--- src/urlef_pkg.sv ---
// constants and types shared by the receive line-error block, its property checker and its bench
// assumes a 16-bit register port and a 16x oversampled receiver
package urlef_pkg;

	localparam int unsigned REG_AW = 5;
	localparam int unsigned REG_DW = 16;
	localparam int unsigned ENTRY_W = 11;

	localparam logic [REG_AW-1:0] OFF_LINE_STATUS = 5'h00;
	localparam logic [REG_AW-1:0] OFF_RX_BUFFER   = 5'h04;
	localparam logic [REG_AW-1:0] OFF_LINE_CTRL   = 5'h08;
	localparam logic [REG_AW-1:0] OFF_FIFO_CTRL   = 5'h0C;
	localparam logic [REG_AW-1:0] OFF_DIVISOR     = 5'h10;
	localparam logic [REG_AW-1:0] OFF_INT_STATUS  = 5'h14;
	localparam logic [REG_AW-1:0] OFF_INT_MASK    = 5'h18;

	// line status and interrupt status share this layout
	localparam int unsigned LS_DR = 0;
	localparam int unsigned LS_OE = 1;
	localparam int unsigned LS_PE = 2;
	localparam int unsigned LS_FE = 3;
	localparam int unsigned LS_BI = 4;
	localparam int unsigned LS_W  = 5;

	localparam int unsigned LC_WLEN_LO = 0;
	localparam int unsigned LC_PEN     = 3;
	localparam int unsigned LC_EVEN    = 4;
	localparam int unsigned FC_EN      = 0;

	// stored entry: {break, framing, parity, data[7:0]}
	localparam int unsigned E_PE = 8;
	localparam int unsigned E_FE = 9;
	localparam int unsigned E_BI = 10;

	localparam logic [7:0]      LINE_CTRL_RST = 8'h03;
	localparam logic [7:0]      FIFO_CTRL_RST = 8'h00;
	localparam logic [15:0]     DIVISOR_RST   = 16'h000B;
	localparam logic [LS_W-1:0] INT_MASK_RST  = 5'h00;

	localparam logic [3:0] OS_MID  = 4'h7;
	localparam logic [3:0] OS_LAST = 4'hF;
	localparam logic [2:0] WLEN_BASE = 3'h4;

	typedef enum logic [2:0] {
		ST_IDLE     = 3'b000,
		ST_START    = 3'b001,
		ST_DATA     = 3'b010,
		ST_PARITY   = 3'b011,
		ST_STOP     = 3'b100,
		ST_BRK_WAIT = 3'b101
	} urlef_state_t;

endpackage

--- src/urlef_mem_if.sv ---
// signals between the receive logic and its entry memory
// assumes one clock domain; the memory registers its read data
`timescale 1ns/10ps
interface urlef_mem_if #(
	parameter int unsigned AW = 4,
	parameter int unsigned DW = 11
);
	logic          wr_en;
	logic [AW-1:0] wr_addr;
	logic [DW-1:0] wr_data;
	logic [AW-1:0] rd_addr;
	logic [DW-1:0] rd_data;

	modport ctrl (output wr_en, output wr_addr, output wr_data, output rd_addr, input rd_data);
	modport mem  (input wr_en, input wr_addr, input wr_data, input rd_addr, output rd_data);
endinterface

--- src/urlef_core.sv ---
// receive side of a serial port with its line status error flags
// assumes the serial input is asynchronous and a single-cycle register port
// How it works
// reading line status clears break, and without FIFO break shows at once and holds until that read
// a character with a low stop bit raises the framing error flag in bit 3
// with FIFO on, the framing error rides with its character and shows when it reaches the head
// after a framing error other than a break the low stop sample is taken as the next start bit and reception continues
// a break also sets the framing error flag beside the break flag
// a parity mismatch sets bit 2 only while parity enable, bit 3 of line control, is set
// with FIFO on, the parity error rides with its character and shows when it reaches the head
// a break also sets the parity error flag
// reading line status clears the parity error flag, which resets to zero
// reading line status clears the framing error flag, which resets to zero
// without FIFO a character arriving over an unread one sets overrun and replaces it
// with FIFO on and full, a new character sets overrun and is dropped, the FIFO untouched
// reading line status clears the overrun flag, which resets to zero
// a line low for more than a whole frame is a break, giving exactly one all-zero character
// FIFO mode is in effect only while bit 0 of fifo control is one
// a status read returns the flags as they were and clears them, and a new event in that cycle wins
`timescale 1ns/10ps
module urlef_core #(
	parameter int unsigned FIFO_AW = 4
) (
	input  wire logic                        sys_clk_in,
	input  wire logic                        rstn_in,
	input  wire logic                        serial_in,
	input  wire logic [urlef_pkg::REG_AW-1:0] reg_addr_in,
	input  wire logic [urlef_pkg::REG_DW-1:0] reg_wdata_in,
	input  wire logic                        reg_wr_in,
	input  wire logic                        reg_rd_in,
	output logic      [urlef_pkg::REG_DW-1:0] reg_rdata_out,
	output logic                             irq_out
);
	localparam int unsigned EW = urlef_pkg::ENTRY_W;
	localparam int unsigned LW = urlef_pkg::LS_W;

	// input synchroniser
	logic rx_meta_r;
	logic rx_s_r;

	// software registers
	logic [7:0]    line_ctrl_r;
	logic [7:0]    fifo_ctrl_r;
	logic [15:0]   divisor_r;
	logic [LW-1:0] int_status_r;
	logic [LW-1:0] int_mask_r;

	// sticky error flags of line status
	logic oe_r;
	logic pe_r;
	logic fe_r;
	logic bi_r;

	// receiver
	urlef_pkg::urlef_state_t state_r;
	urlef_pkg::urlef_state_t state_nxt;
	logic [15:0] div_cnt_r;
	logic [3:0]  os_cnt_r;
	logic [3:0]  os_cnt_nxt;
	logic [2:0]  bit_idx_r;
	logic [2:0]  bit_idx_nxt;
	logic [7:0]  shift_r;
	logic        par_bit_r;

	// single buffer
	logic [EW-1:0] hold_r;
	logic          hold_valid_r;

	// fifo control
	logic [FIFO_AW:0] wr_ptr_r;
	logic [FIFO_AW:0] rd_ptr_r;
	logic             stale_r;
	logic [EW-1:0]    byp_r;
	logic             head_seen_r;

	urlef_mem_if #(.AW(FIFO_AW), .DW(EW)) mem_bus ();

	urlef_fifo_mem #(
		.AW (FIFO_AW),
		.DW (EW)
	) u_mem (
		.sys_clk_in (sys_clk_in),
		.port       (mem_bus.mem)
	);

	// ---- register decode ----
	wire sel_ls   = reg_addr_in == urlef_pkg::OFF_LINE_STATUS;
	wire sel_rb   = reg_addr_in == urlef_pkg::OFF_RX_BUFFER;
	wire sel_lc   = reg_addr_in == urlef_pkg::OFF_LINE_CTRL;
	wire sel_fc   = reg_addr_in == urlef_pkg::OFF_FIFO_CTRL;
	wire sel_dv   = reg_addr_in == urlef_pkg::OFF_DIVISOR;
	wire sel_is   = reg_addr_in == urlef_pkg::OFF_INT_STATUS;
	wire sel_im   = reg_addr_in == urlef_pkg::OFF_INT_MASK;
	wire ls_read  = reg_rd_in && sel_ls;
	wire rb_read  = reg_rd_in && sel_rb;

	wire fifo_en  = fifo_ctrl_r[urlef_pkg::FC_EN];
	wire parity_enable      = line_ctrl_r[urlef_pkg::LC_PEN];
	wire even_par = line_ctrl_r[urlef_pkg::LC_EVEN];
	wire [2:0] last_idx = {1'b0, line_ctrl_r[urlef_pkg::LC_WLEN_LO +: 2]} + urlef_pkg::WLEN_BASE;

	// ---- baud tick and sampling ----
	wire tick      = (div_cnt_r + 16'h0001) >= divisor_r;
	wire samp_mid  = tick && (os_cnt_r == urlef_pkg::OS_MID);
	wire samp_last = tick && (os_cnt_r == urlef_pkg::OS_LAST);

	// ---- frame end evaluation ----
	wire frame_done = (state_r == urlef_pkg::ST_STOP) && samp_last;
	wire stop_bad   = !rx_s_r;
	wire par_xor    = (^shift_r) ^ par_bit_r;
	wire par_bad    = parity_enable && (even_par ? par_xor : !par_xor);
	wire line_zero  = (shift_r == 8'h00) && !(parity_enable && par_bit_r);
	wire brk_now    = stop_bad && line_zero;
	wire fe_now     = stop_bad;
	wire pe_now     = par_bad || brk_now;
	wire [EW-1:0] new_entry = {brk_now, fe_now, pe_now, brk_now ? 8'h00 : shift_r};

	// ---- fifo bookkeeping ----
	wire fifo_empty = wr_ptr_r == rd_ptr_r;
	wire fifo_full  = (wr_ptr_r[FIFO_AW] != rd_ptr_r[FIFO_AW]) &&
	                  (wr_ptr_r[FIFO_AW-1:0] == rd_ptr_r[FIFO_AW-1:0]);
	wire push       = fifo_en && frame_done && !fifo_full;
	wire pop        = fifo_en && rb_read && !fifo_empty;
	// read one ahead so back to back buffer reads never see the popped entry
	wire [FIFO_AW:0] rd_ptr_nxt = pop ? rd_ptr_r + 1'b1 : rd_ptr_r;
	// a write into the slot about to be head misses the registered read
	wire new_head   = push && (wr_ptr_r == rd_ptr_nxt);
	wire head_entry = fifo_en && !fifo_empty && !head_seen_r;
	wire [EW-1:0] head = stale_r ? byp_r : mem_bus.rd_data;

	assign mem_bus.wr_en   = push;
	assign mem_bus.wr_addr = wr_ptr_r[FIFO_AW-1:0];
	assign mem_bus.wr_data = new_entry;
	assign mem_bus.rd_addr = rd_ptr_nxt[FIFO_AW-1:0];

	// ---- flag set events ----
	wire ovr_single = !fifo_en && frame_done && hold_valid_r && !rb_read;
	wire ovr_fifo   = fifo_en && frame_done && fifo_full;
	wire set_oe     = ovr_single || ovr_fifo;
	wire set_pe     = fifo_en ? (head_entry && head[urlef_pkg::E_PE])
	                          : (frame_done && pe_now);
	wire set_fe     = fifo_en ? (head_entry && head[urlef_pkg::E_FE])
	                          : (frame_done && fe_now);
	wire set_bi     = fifo_en ? (head_entry && head[urlef_pkg::E_BI])
	                          : (frame_done && brk_now);
	wire data_ready = fifo_en ? !fifo_empty : hold_valid_r;

	wire [LW-1:0] line_status = {bi_r, fe_r, pe_r, oe_r, data_ready};
	wire [LW-1:0] int_events  = {set_bi, set_fe, set_pe, set_oe, frame_done};
	wire [LW-1:0] int_clear   = (reg_wr_in && sel_is) ? reg_wdata_in[LW-1:0] : {LW{1'b0}};
	wire [LW-1:0] int_status_nxt = (int_status_r & ~int_clear) | int_events;
	wire          irq_nxt     = |(int_status_r & int_mask_r);

	// ---- read data mux ----
	wire [7:0] rx_byte = fifo_en ? head[7:0] : hold_r[7:0];
	wire [urlef_pkg::REG_DW-1:0] rdata_nxt =
		!reg_rd_in ? {urlef_pkg::REG_DW{1'b0}} :
		sel_ls     ? {{(urlef_pkg::REG_DW-LW){1'b0}}, line_status} :
		sel_rb     ? {8'h00, rx_byte} :
		sel_lc     ? {8'h00, line_ctrl_r} :
		sel_fc     ? {8'h00, fifo_ctrl_r} :
		sel_dv     ? divisor_r :
		sel_is     ? {{(urlef_pkg::REG_DW-LW){1'b0}}, int_status_r} :
		sel_im     ? {{(urlef_pkg::REG_DW-LW){1'b0}}, int_mask_r} :
		{urlef_pkg::REG_DW{1'b0}};

	// ---- receiver next state ----
	always_comb begin
		state_nxt   = state_r;
		os_cnt_nxt  = tick ? os_cnt_r + 4'h1 : os_cnt_r;
		bit_idx_nxt = bit_idx_r;
		case (state_r)
			urlef_pkg::ST_IDLE: begin
				os_cnt_nxt = 4'h0;
				if (!rx_s_r) begin
					state_nxt = urlef_pkg::ST_START;
				end
			end
			urlef_pkg::ST_START: begin
				// a glitch shorter than half a bit is not a start
				if (samp_mid) begin
					os_cnt_nxt  = 4'h0;
					bit_idx_nxt = 3'h0;
					state_nxt   = rx_s_r ? urlef_pkg::ST_IDLE : urlef_pkg::ST_DATA;
				end
			end
			urlef_pkg::ST_DATA: begin
				if (samp_last) begin
					bit_idx_nxt = bit_idx_r + 3'h1;
					if (bit_idx_r == last_idx) begin
						state_nxt = parity_enable ? urlef_pkg::ST_PARITY : urlef_pkg::ST_STOP;
					end
				end
			end
			urlef_pkg::ST_PARITY: begin
				if (samp_last) begin
					state_nxt = urlef_pkg::ST_STOP;
				end
			end
			urlef_pkg::ST_STOP: begin
				if (samp_last) begin
					bit_idx_nxt = 3'h0;
					if (brk_now) begin
						state_nxt = urlef_pkg::ST_BRK_WAIT;
					end else if (stop_bad) begin
						state_nxt = urlef_pkg::ST_DATA;
					end else begin
						state_nxt = urlef_pkg::ST_IDLE;
					end
				end
			end
			urlef_pkg::ST_BRK_WAIT: begin
				// one character per break: wait for the line to go idle
				os_cnt_nxt = 4'h0;
				if (rx_s_r) begin
					state_nxt = urlef_pkg::ST_IDLE;
				end
			end
			default: begin
				state_nxt = urlef_pkg::ST_IDLE;
			end
		endcase
	end

	// ---- sequential logic ----
	always_ff @(posedge sys_clk_in or negedge rstn_in) begin
		if (!rstn_in) begin
			rx_meta_r <= 1'b1;
			rx_s_r    <= 1'b1;
		end else begin
			rx_meta_r <= serial_in;
			rx_s_r    <= rx_meta_r;
		end
	end

	always_ff @(posedge sys_clk_in or negedge rstn_in) begin
		if (!rstn_in) begin
			div_cnt_r <= 16'h0000;
			state_r   <= urlef_pkg::ST_IDLE;
			os_cnt_r  <= 4'h0;
			bit_idx_r <= 3'h0;
		end else begin
			div_cnt_r <= tick ? 16'h0000 : div_cnt_r + 16'h0001;
			state_r   <= state_nxt;
			os_cnt_r  <= os_cnt_nxt;
			bit_idx_r <= bit_idx_nxt;
		end
	end

	always_ff @(posedge sys_clk_in or negedge rstn_in) begin
		if (!rstn_in) begin
			shift_r   <= 8'h00;
			par_bit_r <= 1'b0;
		end else if (state_r == urlef_pkg::ST_START && samp_mid) begin
			shift_r   <= 8'h00;
			par_bit_r <= 1'b0;
		end else if (state_r == urlef_pkg::ST_STOP && samp_last) begin
			shift_r   <= 8'h00;
			par_bit_r <= 1'b0;
		end else if (state_r == urlef_pkg::ST_DATA && samp_last) begin
			shift_r[bit_idx_r] <= rx_s_r;
		end else if (state_r == urlef_pkg::ST_PARITY && samp_last) begin
			par_bit_r <= rx_s_r;
		end
	end

	// single buffer: a new character always replaces the held one
	always_ff @(posedge sys_clk_in or negedge rstn_in) begin
		if (!rstn_in) begin
			hold_r       <= {EW{1'b0}};
			hold_valid_r <= 1'b0;
		end else if (!fifo_en && frame_done) begin
			hold_r       <= new_entry;
			hold_valid_r <= 1'b1;
		end else if (!fifo_en && rb_read) begin
			hold_valid_r <= 1'b0;
		end
	end

	// leaving or entering fifo mode flushes the fifo
	always_ff @(posedge sys_clk_in or negedge rstn_in) begin
		if (!rstn_in) begin
			wr_ptr_r    <= '0;
			rd_ptr_r    <= '0;
			stale_r     <= 1'b0;
			byp_r       <= {EW{1'b0}};
			head_seen_r <= 1'b0;
		end else if (!fifo_en) begin
			wr_ptr_r    <= '0;
			rd_ptr_r    <= '0;
			stale_r     <= 1'b0;
			byp_r       <= {EW{1'b0}};
			head_seen_r <= 1'b0;
		end else begin
			if (push) begin
				wr_ptr_r <= wr_ptr_r + 1'b1;
			end
			if (pop) begin
				rd_ptr_r <= rd_ptr_nxt;
			end
			// for one cycle the fresh head comes from the bypass copy
			if (new_head) begin
				byp_r <= new_entry;
			end
			stale_r     <= new_head;
			head_seen_r <= pop ? 1'b0 : (head_seen_r || head_entry);
		end
	end

	// sticky flags: set beats the clear of a status read
	always_ff @(posedge sys_clk_in or negedge rstn_in) begin
		if (!rstn_in) begin
			oe_r <= 1'b0;
			pe_r <= 1'b0;
			fe_r <= 1'b0;
			bi_r <= 1'b0;
		end else begin
			oe_r <= set_oe || (oe_r && !ls_read);
			pe_r <= set_pe || (pe_r && !ls_read);
			fe_r <= set_fe || (fe_r && !ls_read);
			bi_r <= set_bi || (bi_r && !ls_read);
		end
	end

	always_ff @(posedge sys_clk_in or negedge rstn_in) begin
		if (!rstn_in) begin
			line_ctrl_r <= urlef_pkg::LINE_CTRL_RST;
			fifo_ctrl_r <= urlef_pkg::FIFO_CTRL_RST;
			divisor_r   <= urlef_pkg::DIVISOR_RST;
			int_mask_r  <= urlef_pkg::INT_MASK_RST;
		end else if (reg_wr_in) begin
			if (sel_lc) begin
				line_ctrl_r <= reg_wdata_in[7:0];
			end
			if (sel_fc) begin
				fifo_ctrl_r <= reg_wdata_in[7:0];
			end
			if (sel_dv) begin
				divisor_r <= reg_wdata_in;
			end
			if (sel_im) begin
				int_mask_r <= reg_wdata_in[LW-1:0];
			end
		end
	end

	always_ff @(posedge sys_clk_in or negedge rstn_in) begin
		if (!rstn_in) begin
			int_status_r  <= {LW{1'b0}};
			irq_out       <= 1'b0;
			reg_rdata_out <= {urlef_pkg::REG_DW{1'b0}};
		end else begin
			int_status_r  <= int_status_nxt;
			irq_out       <= irq_nxt;
			reg_rdata_out <= rdata_nxt;
		end
	end

endmodule

--- src/urlef_fifo_mem.sv ---
// entry memory of the receive FIFO: one write port, registered read
// assumes the controller keeps its own pointers and counts
`timescale 1ns/10ps
module urlef_fifo_mem #(
	parameter int unsigned AW = 4,
	parameter int unsigned DW = 11
) (
	input  wire logic sys_clk_in,
	urlef_mem_if.mem  port
);
	logic [DW-1:0] mem_r [0:(1<<AW)-1];
	logic [DW-1:0] rd_data_r;

	// no reset on the array: contents are only read behind valid pointers
	always_ff @(posedge sys_clk_in) begin
		if (port.wr_en) begin
			mem_r[port.wr_addr] <= port.wr_data;
		end
		rd_data_r <= mem_r[port.rd_addr];
	end

	assign port.rd_data = rd_data_r;
endmodule

--- config.mk ---
export PLATFORM = sky130hd
export DESIGN_NAME = urlef_core
export DESIGN_NICKNAME = d
export VERILOG_FILES = /design/src/urlef_pkg.sv /design/src/urlef_mem_if.sv /design/src/urlef_core.sv /design/src/urlef_fifo_mem.sv
export SDC_FILE = /design/constraint.sdc
export NUM_CORES = 1
export LEC_CHECK = 0
export BUFFER_PORTS_ARGS = -buffer_cell sky130_fd_sc_hd__buf_2
export CORE_UTILIZATION = 63
export DETAILED_ROUTE_END_ITERATION = 7
export PLACE_DENSITY = 0.8
export SLEW_MARGIN = 20
export SYNTH_ARGS = -nofsm -noshare
export SYNTH_HDL_FRONTEND = slang
export SYNTH_SLANG_ARGS = --single-unit
--- constraint.sdc ---
create_clock -name sys_clk_in -period 5.05 [get_ports sys_clk_in]
set_input_delay 0.2525 -clock sys_clk_in [delete_from_list [all_inputs] [get_ports sys_clk_in]]
set_output_delay 0.2525 -clock sys_clk_in [all_outputs]
set_load 0.01 [all_outputs]
==> reports/results.txt <==
outcome - finished, final reports clean
WP buf/inv - 2
largest net degree at the start of global routing - 90
total CTS buffers - 35
relative slew slack - 25.6%
Setup Slack @ Placement - 1.04 ns
Die Wd - 163 um
vias per inst - 6.90
Worst R2R Setup Slack - 0.91 ns
Final Max Slew Viols - 0
Syn Area/Cell - 11.1 sq um
fin area - 18100 sq um
Syn Std Cell Area - 16200 sq um
commonest non-fill, non-tap cell in the layout - edfxtp_1
Die Y-Extent - 163 um
area leader, netlist - edfxtp_1
Synth Net Count - 1521
first drt pass iteration count - 6
crit-path max FO - 11
CP max-delay cell - dfrtp_1
Nets - 1558
FF-to-FF path depth - 16
# rows - 58
Total Die Area - 26400 sq um
aggregate global routing overflow - 0
Max-Cap Viols - 0
core area - 25300 sq um
end of the critical path - u_mem.mem_r[0][1]
Area contributors post-synth - edfxtp_1, dfrtp_1, mux2i_1, mux2_2, nor2_1
fmax - 241 MHz
CTS HTree Levels - 2
setup tns final - 0 ns
Initial Util - 64.3%
drt total wl - 44000 um
clk_lat worst skew - 0.51 ns
post-synthesis cell type count - 82
GRT Util Overall - 33.6%
Worst-Margin Slew - 1.11 ns
Tcrit/Tclk final - 82.0%
initial DRC count - 1953
# IOs - 43
CTS root buffer - clkbuf_16
HPWL Detailed - 28000 um
total number of vias - 12800
family with the most delay on the worst path - simple AND/OR/NAND/NOR gates
Crit Path Category - register to register
post-synthesis sequential element count - 319
worst r2r src - div_cnt_r[2]
vias in the first global route - 12200
Leak - 6.70 nW
most frequent cells in the layout - edfxtp_1, dfrtp_1, nor2_1
clk_skew - 0.0194 ns
EDFF count, synth - 176
post-route ant nets - 0
Critical Path End Type - register
final count of hold timing violations - 0
WP depth - 16
initial antenna violation count - 0
CTS clk-pin slew, worst paths - 0.06 ns
Post-CTS Resized - 0
RSZ-0062 raised after global routing - false
critical path cell sequence - nand3_1, nor2_1, nand2_1, or2_2, nor2_1, xnor2_1, ha_1, nand4_1, nor4_1, a311oi_2, a21oi_1, buf_4, and2_1, nand2_1, nor3_1, buf_4
synthesis-to-layout area growth - 11.3%
Placed Area - 16900 sq um
crit path launch type - register
CP arrival - 4.34 ns
clock sinks - 319
Post-synth top flop - edfxtp_1
deepest clock path buffer count - 3
gpl congestion - 0.937
peak supply drop - 0.309 mV
Pwr per Cell Area - 333 nW/um^2
RR Endpoint - u_mem.mem_r[0][1]
Final Critical Period - 4.14 ns
Mapped Cells - 1467
CP max stage delay - 0.39 ns
Wirelength per Cell - 23.7 um
first-pass GRT wire length - 68000 um
layout cells sized above 1 - 15.1%
post-synth top area share - 32.5%
Worst Slack Setup Final - 0.908 ns
WP data required - 5.25 ns
CTS tree - built
yosys warns - 0
Antenna Cells - 0
type of the worst min-delay path - input port to register
Port Buf Inserts - 42
sequential-to-total area share from yosys stat - 54.3%
hold_sp - reg_wdata_in[7]
Final setup viols - 0
# DRC - 0
Setup crit start - div_cnt_r[2]
FFs w/ async S/R, synth - 41.4%
-- what timing repair did --
| item | CTS | global route |
|---|---|---|
| buffers inserted | 0 | 0 |
| hold buffers | 11 | 0 |
| hold endpoints to repair | 78 | 0 |
-- registers in the layout (all words and copies together) (netlist names), 3 cells and up --
signal and count:
hold_r 8, int_status_r 5, line_ctrl_r 8, divisor_r 16
div_cnt_r 16, reg_rdata_out 16, wr_ptr_r 5, rd_ptr_r 5
state_r 3, fifo_ctrl_r 8, int_mask_r 5, byp_r 11
os_cnt_r 4, u_mem.mem_r 176, shift_r 8, u_mem.port.rd_data 11
bit_idx_r 3
-- cell families (layout without fill, tap and decap cells) --
group | count (synthesis) | in the layout | synth area share [%]
compound gates | 342 | 342 | 14.7
xor+xnor | 43 | 43 | 2.50
fa+ha+maj | 28 | 28 | 2.16
buf+inv | 143 | 205 | 3.73
flops | 319 | 319 | 54.3
mux | 128 | 128 | 8.41
simple gates | 464 | 464 | 14.2
-- metal layers --
layer  GRT usage, %  routed length, um
met2           51.5              20500
met5              0                  0
met4           12.8               1260
met3           5.86               4500
met1           48.1              17800
-- layout make-up --
type | instances | area [sq um]
sequential | 319 | 8820
fill | 1751 | 7170
multi-input combinational | 1005 | 6880
clock buffer | 52 | 1010
timing repair buffer | 100 | 692
tap | 330 | 413
inverter | 43 | 161
clock inverter | 10 | 103
-- cell usage after synthesis, drive strengths merged (22+ instances only) --
cell      n
a21oi    51
and3     22
buf      44
clkbuf   56
dfrtp   125
edfxtp  176
ha       28
inv      43
mux2     48
mux2i    78
nand2    96
nand3    38
nand4    29
nor2    121
nor2b    26
nor3     61
o21ai    81
o22ai    49
xnor2    32
-- worst register-to-register path, cell delays in order, from the launching register on --
cell and delay (ns):
dfrtp_1 0.39, nand3_1 0.11, nor2_1 0.23, nand2_1 0.13, or2_2 0.35, nor2_1 0.16, xnor2_1 0.11, ha_1 0.32
nand4_1 0.17, nor4_1 0.37, a311oi_2 0.21, a21oi_1 0.17, buf_4 0.20, and2_1 0.24, nand2_1 0.18, nor3_1 0.23
buf_4 0.26
-- worst min path at each step --
stage | endpoint | slack, ns | cells after the start
floorplan | bi_r | -0.04 | 0
global placement | line_ctrl_r[6] | 0.32 | 1
detailed placement | fifo_ctrl_r[6] | 0.32 | 1
CTS | fifo_ctrl_r[7] | 0.004 | 2
global route | line_ctrl_r[6] | 0.01 | 2
finish | fifo_ctrl_r[7] | 0.01 | 2
-- stage by stage --
| stage | instances | power [mW] | hold slack, ns | util (%) |
|---|---|---|---|---|
| after floorplan | 1467 | 3.36 | -0.0431 | - |
| after global placement | 1786 | 3.51 | 0.317 | 66.7 |
| after detailed placement | 1786 | 3.55 | 0.319 | 66.7 |
| after CTS | 1859 | 6.02 | 0.00407 | 71.6 |
| after global routing | 1859 | 6.20 | 0.0112 | 71.6 |
| final | 1859 | 6.02 | 0.0124 | 71.6 |
-- power breakdown --
| part | internal, mW | switching [mW] | leakage, nW |
|---|---|---|---|
| clock | 1.48 | 1.00 | 0.543 |
| combinational | 0.229 | 0.325 | 2.87 |
| sequential | 2.85 | 0.124 | 3.29 |
| total | 4.57 | 1.45 | 6.70 |
Power figures use the tool's default switching activity.
